--- src/design/mailbox_pkg.sv ---
// Purpose: shared constants for the sensor command mailbox
// Assumes: byte-wide register port fed by the serial front end
// Notes:   command codes other than the error codes are plain defaults
package mailbox_pkg;

  // register offsets
  localparam logic [7:0] OFF_COMMAND      = 8'h18;
  localparam logic [7:0] OFF_RESPONSE     = 8'h20;
  localparam logic [7:0] OFF_IRQ_FLAGS    = 8'h21;
  localparam logic [7:0] OFF_VIS_LOW      = 8'h22;
  localparam logic [7:0] OFF_VIS_HIGH     = 8'h23;
  localparam logic [7:0] OFF_IR_LOW       = 8'h24;

  // reset values
  localparam logic [7:0] RST_COMMAND      = 8'h00;
  localparam logic [7:0] RST_RESPONSE     = 8'h00;
  localparam logic [7:0] RST_IRQ_FLAGS    = 8'h00;
  localparam logic [7:0] RST_RESULT       = 8'h00;

  // interrupt flag field positions
  localparam int         CMD_FLAG_BIT     = 5;
  localparam int         LIGHT_FIELD_LSB  = 0;
  localparam int         LIGHT_FIELD_MSB  = 1;
  localparam logic [1:0] LIGHT_FIELD_SET  = 2'h1;

  // response layout and error codes
  localparam int         RESP_ERR_BIT     = 7;
  localparam int         RESP_CNT_MSB     = 3;
  localparam logic [7:0] ERR_INVALID_CMD  = 8'h80;
  localparam logic [7:0] ERR_IR_OVERFLOW  = 8'h8D;
  localparam logic [7:0] ERR_AUX_OVERFLOW = 8'h8E;

  // command codes
  localparam logic [7:0] CMD_NO_OPERATION = 8'h00;
  localparam logic [7:0] CMD_RESET        = 8'h01;
  localparam logic [7:0] CMD_FORCE        = 8'h06;
  localparam logic [7:0] CMD_PAUSE        = 8'h0A;
  localparam logic [7:0] CMD_AUTO         = 8'h0E;

  // timing
  localparam int         EXEC_CYCLES      = 2;

  typedef enum logic [1:0] {
    EXEC_IDLE,
    EXEC_WAIT,
    EXEC_RUN
  } exec_state_t;

endpackage : mailbox_pkg

--- src/design/sensor_command_mailbox.sv ---
// Purpose: command mailbox, response, interrupt flags and result registers
// Assumes: serial front end presents byte reads and writes on one clock
// Notes:   interrupt pin is open drain, driven low only
module sensor_command_mailbox #(
  parameter int EXEC_CYCLES = mailbox_pkg::EXEC_CYCLES
) (
  // clock and reset
  input  wire logic        clk,
  input  wire logic        rst,
  // register port from the serial front end
  input  wire logic [7:0]  reg_addr,
  input  wire logic [7:0]  reg_wdata,
  input  wire logic        reg_wr,
  input  wire logic        reg_rd,
  output logic      [7:0]  reg_rdata,
  output logic             reg_rvalid,
  // interrupt enables from the configuration registers
  input  wire logic        int_output_enable,
  input  wire logic        light_interrupt_enable,
  input  wire logic        cmd_interrupt_enable,
  // measurement engine
  input  wire logic        meas_busy,
  input  wire logic        vis_ready,
  input  wire logic        uv_ready,
  input  wire logic [15:0] visible_result_in,
  input  wire logic        ir_ready,
  input  wire logic [7:0]  infrared_result_in,
  input  wire logic        ir_overflow,
  input  wire logic        aux_overflow,
  // sequencer status and requests
  output logic             awake,
  output logic             auto_run,
  output logic             force_pulse,
  output logic             device_reset_pulse,
  // interrupt pin, open drain
  output logic             int_pin_out,
  output logic             int_pin_oe
);

  if (EXEC_CYCLES < 1 || EXEC_CYCLES > 255) begin : g_bad_exec_cycles
    $error("EXEC_CYCLES out of range");
  end

  ////////////////////////////////////////////////////////////////////////////
  // helpers

  function automatic logic cmd_known(input logic [7:0] code);
    cmd_known = (code == mailbox_pkg::CMD_NO_OPERATION)
             || (code == mailbox_pkg::CMD_RESET)
             || (code == mailbox_pkg::CMD_FORCE)
             || (code == mailbox_pkg::CMD_PAUSE)
             || (code == mailbox_pkg::CMD_AUTO);
  endfunction : cmd_known

  function automatic logic hit(input logic [7:0] a, input logic [7:0] off);
    hit = (a == off);
  endfunction : hit

  ////////////////////////////////////////////////////////////////////////////
  // registers

  logic [7:0]  command_q;
  logic [7:0]  response_q;
  logic [7:0]  response_d;
  logic        cmd_flag_q;
  logic        cmd_flag_d;
  logic [1:0]  light_field_q;
  logic [1:0]  light_field_d;
  logic [15:0] visible_q;
  logic [7:0]  infrared_q;
  logic        awake_q;
  logic        auto_q;
  logic        auto_d;
  logic        force_q;
  logic        reset_cmd_q;

  ////////////////////////////////////////////////////////////////////////////
  // address decode

  wire wr_cmd   = reg_wr && hit(reg_addr, mailbox_pkg::OFF_COMMAND);
  wire wr_resp  = reg_wr && hit(reg_addr, mailbox_pkg::OFF_RESPONSE);
  wire wr_flags = reg_wr && hit(reg_addr, mailbox_pkg::OFF_IRQ_FLAGS);
  wire wr_vis_l = reg_wr && hit(reg_addr, mailbox_pkg::OFF_VIS_LOW);
  wire wr_vis_h = reg_wr && hit(reg_addr, mailbox_pkg::OFF_VIS_HIGH);
  wire wr_ir_l  = reg_wr && hit(reg_addr, mailbox_pkg::OFF_IR_LOW);

  ////////////////////////////////////////////////////////////////////////////
  // command execution

  logic exec_busy;
  logic exec_done;

  // a write while a command is still in flight is ignored and not queued
  wire exec_start = wr_cmd && !exec_busy;

  command_executor #(
    .EXEC_CYCLES (EXEC_CYCLES)
  ) u_exec (
    .clk       (clk),
    .rst       (rst),
    .start     (exec_start),
    .meas_busy (meas_busy),
    .busy      (exec_busy),
    .done      (exec_done)
  );

  wire       err_latched = response_q[mailbox_pkg::RESP_ERR_BIT];
  wire       is_no_op    = (command_q == mailbox_pkg::CMD_NO_OPERATION);
  wire       is_reset    = (command_q == mailbox_pkg::CMD_RESET);
  wire       is_clearing = is_no_op || is_reset;
  wire       is_known    = cmd_known(command_q);
  // while an error stands only the clearing commands take effect
  wire       cmd_taken   = exec_done && (!err_latched || is_clearing);
  wire       cmd_good    = cmd_taken && is_known;
  wire [3:0] cnt_next    = response_q[mailbox_pkg::RESP_CNT_MSB:0] + 4'h1;

  ////////////////////////////////////////////////////////////////////////////
  // response register

  always_comb begin
    response_d = response_q;
    if (wr_resp) begin
      response_d = reg_wdata;
    end
    if (cmd_taken) begin
      if (!is_known) begin
        response_d = mailbox_pkg::ERR_INVALID_CMD;
      end else if (is_reset) begin
        response_d = mailbox_pkg::RST_RESPONSE;
      end else if (err_latched) begin
        response_d = {4'h0, cnt_next};
      end else begin
        response_d = {4'h0, cnt_next};
      end
    end
    // measurement errors are reported even while idle; they carry the top bit
    if (ir_overflow) begin
      response_d = mailbox_pkg::ERR_IR_OVERFLOW;
    end else if (aux_overflow) begin
      response_d = mailbox_pkg::ERR_AUX_OVERFLOW;
    end
  end

  ////////////////////////////////////////////////////////////////////////////
  // autonomous run control

  always_comb begin
    auto_d = auto_q;
    if (cmd_good && command_q == mailbox_pkg::CMD_AUTO) begin
      auto_d = 1'b1;
    end else if (cmd_good && (command_q == mailbox_pkg::CMD_PAUSE || is_reset)) begin
      auto_d = 1'b0;
    end
    // a latched error does not stop the running sequence
  end

  ////////////////////////////////////////////////////////////////////////////
  // interrupt flags, write one to clear, set wins

  wire light_event = (vis_ready || uv_ready) && light_interrupt_enable;
  wire cmd_event   = cmd_taken && cmd_interrupt_enable;

  always_comb begin
    cmd_flag_d    = cmd_flag_q;
    light_field_d = light_field_q;
    if (wr_flags) begin
      cmd_flag_d    = cmd_flag_q && !reg_wdata[mailbox_pkg::CMD_FLAG_BIT];
      light_field_d = light_field_q
                    & ~reg_wdata[mailbox_pkg::LIGHT_FIELD_MSB:mailbox_pkg::LIGHT_FIELD_LSB];
    end
    if (cmd_event) begin
      cmd_flag_d = 1'b1;
    end
    if (light_event) begin
      light_field_d = light_field_d | mailbox_pkg::LIGHT_FIELD_SET;
    end
  end

  wire int_active = (cmd_flag_q && cmd_interrupt_enable)
                 || ((|light_field_q) && light_interrupt_enable);

  assign int_pin_out = 1'b0;
  assign int_pin_oe  = int_active && int_output_enable;

  ////////////////////////////////////////////////////////////////////////////
  // state registers

  always_ff @(posedge clk or posedge rst) begin
    if (rst) begin
      command_q  <= mailbox_pkg::RST_COMMAND;
      response_q <= mailbox_pkg::RST_RESPONSE;
      auto_q     <= 1'b0;
    end else begin
      if (exec_start) begin
        command_q <= reg_wdata;
      end
      response_q <= response_d;
      auto_q     <= auto_d;
    end
  end

  always_ff @(posedge clk or posedge rst) begin
    if (rst) begin
      cmd_flag_q    <= 1'b0;
      light_field_q <= 2'h0;
    end else begin
      cmd_flag_q    <= cmd_flag_d;
      light_field_q <= light_field_d;
    end
  end

  // standby ends only on a command write; reads and other writes leave it
  always_ff @(posedge clk or posedge rst) begin
    if (rst) begin
      awake_q <= 1'b0;
    end else if (wr_cmd) begin
      awake_q <= 1'b1;
    end else if (!exec_busy && !exec_done && !auto_q) begin
      awake_q <= 1'b0;
    end
  end

  always_ff @(posedge clk or posedge rst) begin
    if (rst) begin
      force_q     <= 1'b0;
      reset_cmd_q <= 1'b0;
    end else begin
      force_q     <= cmd_good && (command_q == mailbox_pkg::CMD_FORCE);
      reset_cmd_q <= cmd_good && is_reset;
    end
  end

  ////////////////////////////////////////////////////////////////////////////
  // result registers, newest measurement overwrites

  always_ff @(posedge clk or posedge rst) begin
    if (rst) begin
      visible_q <= {mailbox_pkg::RST_RESULT, mailbox_pkg::RST_RESULT};
    end else if (vis_ready) begin
      visible_q <= visible_result_in;
    end else begin
      if (wr_vis_l) begin
        visible_q[7:0] <= reg_wdata;
      end
      if (wr_vis_h) begin
        visible_q[15:8] <= reg_wdata;
      end
    end
  end

  always_ff @(posedge clk or posedge rst) begin
    if (rst) begin
      infrared_q <= mailbox_pkg::RST_RESULT;
    end else if (ir_ready) begin
      infrared_q <= infrared_result_in;
    end else if (wr_ir_l) begin
      infrared_q <= reg_wdata;
    end
  end

  ////////////////////////////////////////////////////////////////////////////
  // read path

  logic [7:0] rd_mux;

  always_comb begin
    case (reg_addr)
      mailbox_pkg::OFF_COMMAND:   rd_mux = command_q;
      mailbox_pkg::OFF_RESPONSE:  rd_mux = response_q;
      mailbox_pkg::OFF_IRQ_FLAGS: rd_mux = {2'h0, cmd_flag_q, 3'h0, light_field_q};
      mailbox_pkg::OFF_VIS_LOW:   rd_mux = visible_q[7:0];
      mailbox_pkg::OFF_VIS_HIGH:  rd_mux = visible_q[15:8];
      mailbox_pkg::OFF_IR_LOW:    rd_mux = infrared_q;
      default:                    rd_mux = 8'h00;
    endcase
  end

  always_ff @(posedge clk or posedge rst) begin
    if (rst) begin
      reg_rdata  <= 8'h00;
      reg_rvalid <= 1'b0;
    end else begin
      reg_rvalid <= reg_rd;
      if (reg_rd) begin
        reg_rdata <= rd_mux;
      end
    end
  end

  assign awake              = awake_q;
  assign auto_run           = auto_q;
  assign force_pulse        = force_q;
  assign device_reset_pulse = reset_cmd_q;

endmodule : sensor_command_mailbox

--- src/design/command_executor.sv ---
// Purpose: paces one command from mailbox write to completion
// Assumes: meas_busy comes from the measurement engine on the same clock
// Notes:   a command waits while a measurement is in progress
module command_executor #(
  parameter int EXEC_CYCLES = mailbox_pkg::EXEC_CYCLES
) (
  // clock and reset
  input  wire logic clk,
  input  wire logic rst,
  // control
  input  wire logic start,
  input  wire logic meas_busy,
  output logic      busy,
  output logic      done
);

  if (EXEC_CYCLES < 1 || EXEC_CYCLES > 255) begin : g_bad_exec_cycles
    $error("EXEC_CYCLES out of range");
  end

  localparam logic [7:0] EXEC_LAST = 8'(EXEC_CYCLES - 1);

  mailbox_pkg::exec_state_t state_q;
  mailbox_pkg::exec_state_t state_d;
  logic [7:0]               cnt_q;
  logic [7:0]               cnt_d;
  logic                     done_d;

  always_comb begin
    state_d = state_q;
    cnt_d   = cnt_q;
    done_d  = 1'b0;
    case (state_q)
      mailbox_pkg::EXEC_IDLE: begin
        if (start) begin
          state_d = mailbox_pkg::EXEC_WAIT;
        end
      end
      mailbox_pkg::EXEC_WAIT: begin
        if (!meas_busy) begin
          state_d = mailbox_pkg::EXEC_RUN;
          cnt_d   = 8'h00;
        end
      end
      mailbox_pkg::EXEC_RUN: begin
        if (cnt_q == EXEC_LAST) begin
          state_d = mailbox_pkg::EXEC_IDLE;
          done_d  = 1'b1;
        end else begin
          cnt_d = cnt_q + 8'h01;
        end
      end
      default: begin
        state_d = mailbox_pkg::EXEC_IDLE;
      end
    endcase
  end

  always_ff @(posedge clk or posedge rst) begin
    if (rst) begin
      state_q <= mailbox_pkg::EXEC_IDLE;
      cnt_q   <= 8'h00;
      done    <= 1'b0;
    end else begin
      state_q <= state_d;
      cnt_q   <= cnt_d;
      done    <= done_d;
    end
  end

  assign busy = (state_q != mailbox_pkg::EXEC_IDLE);

endmodule : command_executor

--- config.mk ---
export PLATFORM = sky130hd
export DESIGN_NAME = sensor_command_mailbox
export DESIGN_NICKNAME = d
export VERILOG_FILES = /design/src/design/mailbox_pkg.sv /design/src/design/sensor_command_mailbox.sv /design/src/design/command_executor.sv
export SDC_FILE = /design/constraint.sdc
export NUM_CORES = 1
export LEC_CHECK = 0
export BUFFER_PORTS_ARGS = -buffer_cell sky130_fd_sc_hd__buf_2
export CAP_MARGIN = 20
export CORE_ASPECT_RATIO = 0.7
export CORE_UTILIZATION = 51
export CTS_CLUSTER_DIAMETER = 100
export CTS_CLUSTER_SIZE = 28
export DETAILED_ROUTE_END_ITERATION = 10
export GPL_ROUTABILITY_DRIVEN = 0
export MAX_ROUTING_LAYER = met4
export PLACE_DENSITY = 0.83
export SKIP_CTS_REPAIR_TIMING = 1
export SKIP_LAST_GASP = 1
export SLEW_MARGIN = 20
export SYNTH_ARGS = -nofsm -noshare
export SYNTH_HDL_FRONTEND = slang
export SYNTH_SLANG_ARGS = --single-unit
--- constraint.sdc ---
create_clock -name clk -period 2.7 [get_ports clk]
set_input_delay 0 -clock clk [delete_from_list [all_inputs] [get_ports clk]]
set_output_delay 0 -clock clk [all_outputs]
set_load 0.02 [all_outputs]
==> Yosys cells after proc, flatten, opt, wreduce, memory -nomap -nowiden <==
Index checks and enable logic that the tools add are counted.
{ "word_totals": {"in_bits": 53, "register_bits": 67, "output_inout_bits": 15, "elab_cells": 116} }
{ "classes": {"n_reduce_logical": 49, "add_sub_neg": 2, "n_eq_ne": 17, "n_bitwise": 2, "n_mux": 29} }
{ "ops": {"columns": ["operator", "n"], "rows": [
  ["2-to-1 mux 8 bit", 11],
  ["one-hot mux 8 bit (6 select lines)", 1],
  ["== test 8 x 6 -> 1 bit (second input constant)", 5],
  ["logical AND 1 bit", 21],
  ["nonzero test 2 bit", 9],
  ["== test 8 x 1 -> 1 bit (second input constant)", 2],
  ["== test 8 x 4 -> 1 bit (second input constant)", 2],
  ["2-to-1 mux 16 bit", 1],
  ["one-hot mux 8 bit (2 select lines)", 1],
  ["2-to-1 mux 1 bit", 9],
  ["adder 8 x 1 -> 8 bit (second input constant)", 1],
  ["== test 8 x 3 -> 1 bit (second input constant)", 1],
  ["== test 8 x 5 -> 1 bit (second input constant)", 1],
  ["logical NOT 8 bit", 1],
  ["logical OR 1 bit", 8],
  ["2-to-1 mux 2 bit", 4],
  ["inequality test 2 bit (second input constant)", 3],
  ["one-hot mux 2 bit (3 select lines)", 1],
  ["AND reduction 3 bit", 2],
  ["logical NOT 1 bit", 5],
  ["adder 4 x 1 -> 4 bit (second input constant)", 1],
  ["2-to-1 mux 4 bit", 1],
  ["nonzero test 4 bit", 1],
  ["bitwise AND 2 bit", 1],
  ["6 further kinds", 6]
]} }

==> Logic depth before layout (Yosys ltp) <==
{ "depth": {"word_depth": 9, "mapped_depth": 7, "depth_no_buf": 7} }

==> Cells and area by module <==
From an unflattened synthesis, not the netlist that was laid out.
{ "unflattened": {"hier_cells": 353, "hier_area_um2": 3509.6} }
{ "by_module_without_submodules": {"columns": ["mod", "cells_per_inst", "instances", "area_per_inst_um2"], "rows": [
  ["sensor_command_mailbox", 297, 1, 2912.8],
  ["command_executor", 56, 1, 596.8]
]} }

==> Least setup slack after synthesis <==
OpenSTA, ideal clock, no wires.
{ "synth_timing": {"path_kind": "input to register", "startpoint": "input port reg_addr[1]", "endpoint": "register command_q[0]", "path_slack_ns": 0.739, "path_buffers": 2, "required_time_ns": 2.575, "setup_time_ns": 0.125, "path_stages": 7, "t_arrival_ns": 1.836, "path_cell_list": "buf_6 -> or4_4 -> nor4_4 -> nand2_2 -> or3_1 -> buf_6 -> mux2_4"} }
{ "synth_via": {"elab_chain_len": 3} }
{ "synth_lines": {"columns": ["item", "line_no", "source"], "rows": [
  ["start, declared", "sensor_command_mailbox.sv:11", "input wire logic [7:0] reg_addr,"],
  ["== test 8 x 5 -> 1 bit", "sensor_command_mailbox.sv:56", "hit = (a == off);"],
  ["logical AND 1 bit", "sensor_command_mailbox.sv:80", "wire wr_cmd = reg_wr && hit(reg_addr, mailbox_pkg::OFF_COMMAND);"],
  ["logical AND 1 bit", "sensor_command_mailbox.sv:94", "wire exec_start = wr_cmd && !exec_busy;"],
  ["end signal, assigned", "sensor_command_mailbox.sv:190", "command_q <= mailbox_pkg::RST_COMMAND;"],
  ["end signal, assigned", "sensor_command_mailbox.sv:195", "command_q <= reg_wdata;"],
  ["end, declared", "sensor_command_mailbox.sv:62", "logic [7:0] command_q;"]
]} }
Every way passes these cells.
A chain may end at the register's enable or synchronous reset.

==> Worst setup path after layout <==
{ "layout_timing": {"startpoint": "register command_q[5]", "endpoint": "register response_q[2]"} }
{ "layout_via": {"elab_chain_len": 9, "word_cells_on_any_way": 17, "classes_between": "eq/ne (4); mux (5); reduce/logical (8)"} }
{ "layout_lines": {"columns": ["item", "line_no", "source"], "rows": [
  ["== test 8 x 1 -> 1 bit / logical NOT 8 bit (equally long branches)", null, null],
  ["logical OR 1 bit", "sensor_command_mailbox.sv:49, sensor_command_mailbox.sv:110", null],
  ["logical OR 1 bit", "sensor_command_mailbox.sv:50", "|| (code == mailbox_pkg::CMD_FORCE)"],
  ["logical OR 1 bit", "sensor_command_mailbox.sv:51", "|| (code == mailbox_pkg::CMD_PAUSE)"],
  ["logical OR 1 bit", "sensor_command_mailbox.sv:52", "|| (code == mailbox_pkg::CMD_AUTO);"],
  ["2-to-1 mux 8 bit", "sensor_command_mailbox.sv:126", "if (!is_known) begin"],
  ["2-to-1 mux 8 bit", "sensor_command_mailbox.sv:125", "if (cmd_taken) begin"],
  ["2-to-1 mux 8 bit", "sensor_command_mailbox.sv:139", "end else if (aux_overflow) begin"],
  ["2-to-1 mux 8 bit", "sensor_command_mailbox.sv:137", "if (ir_overflow) begin"],
  ["end signal, assigned", "sensor_command_mailbox.sv:191", "response_q <= mailbox_pkg::RST_RESPONSE;"],
  ["end signal, assigned", "sensor_command_mailbox.sv:197", "response_q <= response_d;"],
  ["end, declared", "sensor_command_mailbox.sv:63", "logic [7:0] response_q;"]
]} }
Several ways; a longest one is shown, not always the timed one.

==> impl_metrics.json <==
{
  "r2r_setup_slack_ns": 0.48,
  "grt-ovfl-total": 0,
  "avgSynthCellArea_um2": 10.3,
  "reg2regPathDepth": 5,
  "crit_type": "reg -> reg",
  "regArea_um2": 1680,
  "cp-end-kind": "register",
  "via_per_inst": 5.77,
  "ir_drop_uv": 285,
  "yosys-top-cells-count": "dfrtp_1, nand2_1, o21ai_0",
  "synth-warning-count": 0,
  "worstPathRequired_ns": 2.96,
  "drtIter0Drc": 227,
  "grt_max_degree": 36,
  "post-route-min-period_ns": 2.22,
  "hold_slack_ns": -0.00919,
  "status": "finished with violations",
  "final-setup-viol-count": 0,
  "insertion_delay_ns": 0.35,
  "cp-start-kind": "register",
  "dp_hpwl_um": 6320,
  "cts_sinks": 67,
  "synth_fp_nets": 392,
  "grt_first_pass_wirelength_um": 14100,
  "ys_ff_latch": 67,
  "r2r-start": "command_q[5]",
  "coreArea_um2": 6370,
  "cts_htree_levels": 3,
  "synth-simple-area-share_pct": 15.6,
  "ys_seq_area_share_pct": 48.6,
  "p_leak_nw": 2.16,
  "final_max_slew_viol_count": 0,
  "synth-async-reset-ratio_pct": 100,
  "rows": 24,
  "min_path_cells": 3,
  "multi_input_area_um2": 1660,
  "n_antenna_cell": 0,
  "rsz0062_at_grt": "no",
  "tightest_slew_ns": 0.715,
  "fin_cells": 539,
  "max_freq_mhz": 451,
  "cp_max_fo": 4,
  "synthFlopType": "dfrtp_1",
  "ios": 68,
  "drive_gt1_share_pct": 25.4,
  "via_count": 3112,
  "antenna_found_initial": 0,
  "syn_inst": 336,
  "reg2reg_to": "response_q[2]",
  "cts_max_path_buffers": 2,
  "cts.reportedPaths.clkPinSlew_ns": 0.07,
  "min_path_type": "in -> reg",
  "ys_types": 51,
  "synth_area_leader_cell": "dfrtp_1",
  "hold-path-endpoint": "response_q[3]",
  "cellPowerDensity_nw_per_um2": 567,
  "cts_root_buffer": "clkbuf_8",
  "area_delta_synth_final_pct": 29.1,
  "ant_nets": 0,
  "synth_edf_count": 0,
  "fp.dieH_um": 70.8,
  "io_buffers": 66,
  "synthAdderAreaFrac_pct": 1.09,
  "layout.nets": 499,
  "synthMuxAreaShare_pct": 14.8,
  "drc": 0,
  "grt_pass1_vias": 2797,
  "max_slew_margin_pct": 52.3,
  "finalWirelength_um": 9390,
  "drv_cap": 0,
  "synth_most_common_cell": "dfrtp_1",
  "fin_skew_ns": 0.00865,
  "start_util_pct": 54.2,
  "cp-startpoint": "command_q[5]",
  "synth_top_family_by_area": "simple AND/OR/NAND/NOR gates",
  "synthTopCellsByArea": "dfrtp_1, mux2i_1, nand2_1, o21ai_0, mux2_4",
  "place_inst": 489,
  "cts_buffers": 9,
  "die_area_um2": 7110,
  "tritoncts": "done",
  "final.fill_count": 469,
  "synth.cell_area_um2": 3450,
  "post_drt_wl_per_cell_um": 17.4,
  "synth_compound_area_share_pct": 14.6,
  "finalSetupTns_ns": 0,
  "yosysTopAreaCellShare_pct": 48.6,
  "die_x_um": 100,
  "crit_arrival_ns": 2.47,
  "drtPass1Iterations": 5,
  "hold_start": "aux_overflow",
  "violations": "hold timing",
  "track_usage_pct": 27.1,
  "period_share_pct": 82.1,
  "synth-xor-area-share_pct": 1.78,
  "hold_viol": 3
}
worst max path at each step:
| stage | end | slack, ns |
|---|---|---|
| after floorplan | command_q[0] | 0.74 |
| after global placement | command_q[2] | 0.61 |
| after detailed placement | command_q[7] | 0.55 |
| after CTS | response_q[2] | 0.56 |
| after global routing | response_q[2] | 0.32 |
| final | response_q[2] | 0.48 |
power by group:
group / total [W] / internal, W / switching [W]
logic: 0.000371 / 0.000182 / 0.000188
registers: 0.00121 / 0.00111 / 0.000101
clock network: 0.000951 / 0.000569 / 0.000382
total: 0.00253 / 0.00186 / 0.000671
logic make-up after synthesis:
logic type               after synthesis
AO/OA/AOI/OAI                         77
multiplexers                          46
buffers and inverters                 26
XOR/XNOR                               7
AND/OR/NAND/NOR                      109
flip-flops                            67
adder cells (fa/ha/maj)                3
other                                  1
cells in the final DEF (no fill, tap or decap), types with 5 or more instances in the layout:
| master | netlist | layout |
|---|---|---|
| o21ai_0 | 31 | 31 |
| nor2_1 | 25 | 25 |
| dlygate4sd3_1 | 0 | 34 |
| inv_1 | 14 | 13 |
| buf_4 | 1 | 8 |
| clkbuf_8 | 0 | 11 |
| mux2_4 | 8 | 8 |
| and3_1 | 6 | 6 |
| nand2_1 | 43 | 43 |
| buf_2 | 2 | 66 |
| mux2i_1 | 29 | 29 |
| a221oi_1 | 9 | 9 |
| mux2_2 | 9 | 9 |
| nor3_1 | 6 | 6 |
| xnor2_1 | 5 | 5 |
| a22o_1 | 5 | 5 |
| dfrtp_1 | 67 | 67 |
| o22ai_1 | 6 | 6 |
| a21oi_1 | 7 | 7 |
critical path, stage by stage (launching register included):
cell       delay [ns]
dfrtp_1          0.41
nor4_1           0.49
nand2_1          0.20
nor3b_1          0.57
a2111oi_0        0.23
nor3_1           0.22
stage by stage:
step / setup WS [ns] / total power (W) / utilization, % / cell area [um^2]
after floorplan: 0.739 / 0.00141 / - / 3450
after global placement: 0.609 / 0.00152 / 61.1 / 3890
after detailed placement: 0.554 / 0.00154 / 61.1 / 3890
after CTS: 0.564 / 0.00248 / 64.7 / 4120
after global routing: 0.322 / 0.00262 / 70.0 / 4460
final: 0.484 / 0.00253 / 70.0 / 4460
registers in the layout, indices dropped and copies added, names as in the netlist:
name,cells
device_reset_pulse,1
command_q,8
light_field_q,2
infrared_q,8
visible_q,16
u_exec.state_q,2
reg_rvalid,1
response_q,8
u_exec.cnt_q,8
reg_rdata,8
awake,1
u_exec.done,1
cmd_flag_q,1
auto_run,1
force_pulse,1
layout make-up:
cell class                 instances  share of cell area, %
timing repair buffer             108                   16.4
tap                               91                   2.55
multi-input combinational        243                   37.2
clock inverter                     4                   1.63
inverter                          14                   1.18
clock buffer                      12                   3.48
sequential                        67                   37.6
layer usage:
metal	vias up	GRT usage, %	wire (um)
li1	1416	-	-
met3	14	7.11	835
met5	-	-	0
met1	1509	37.7	4080
met4	0	8.70	121
met2	173	38.6	4350
(Power assumes the default switching activity.)
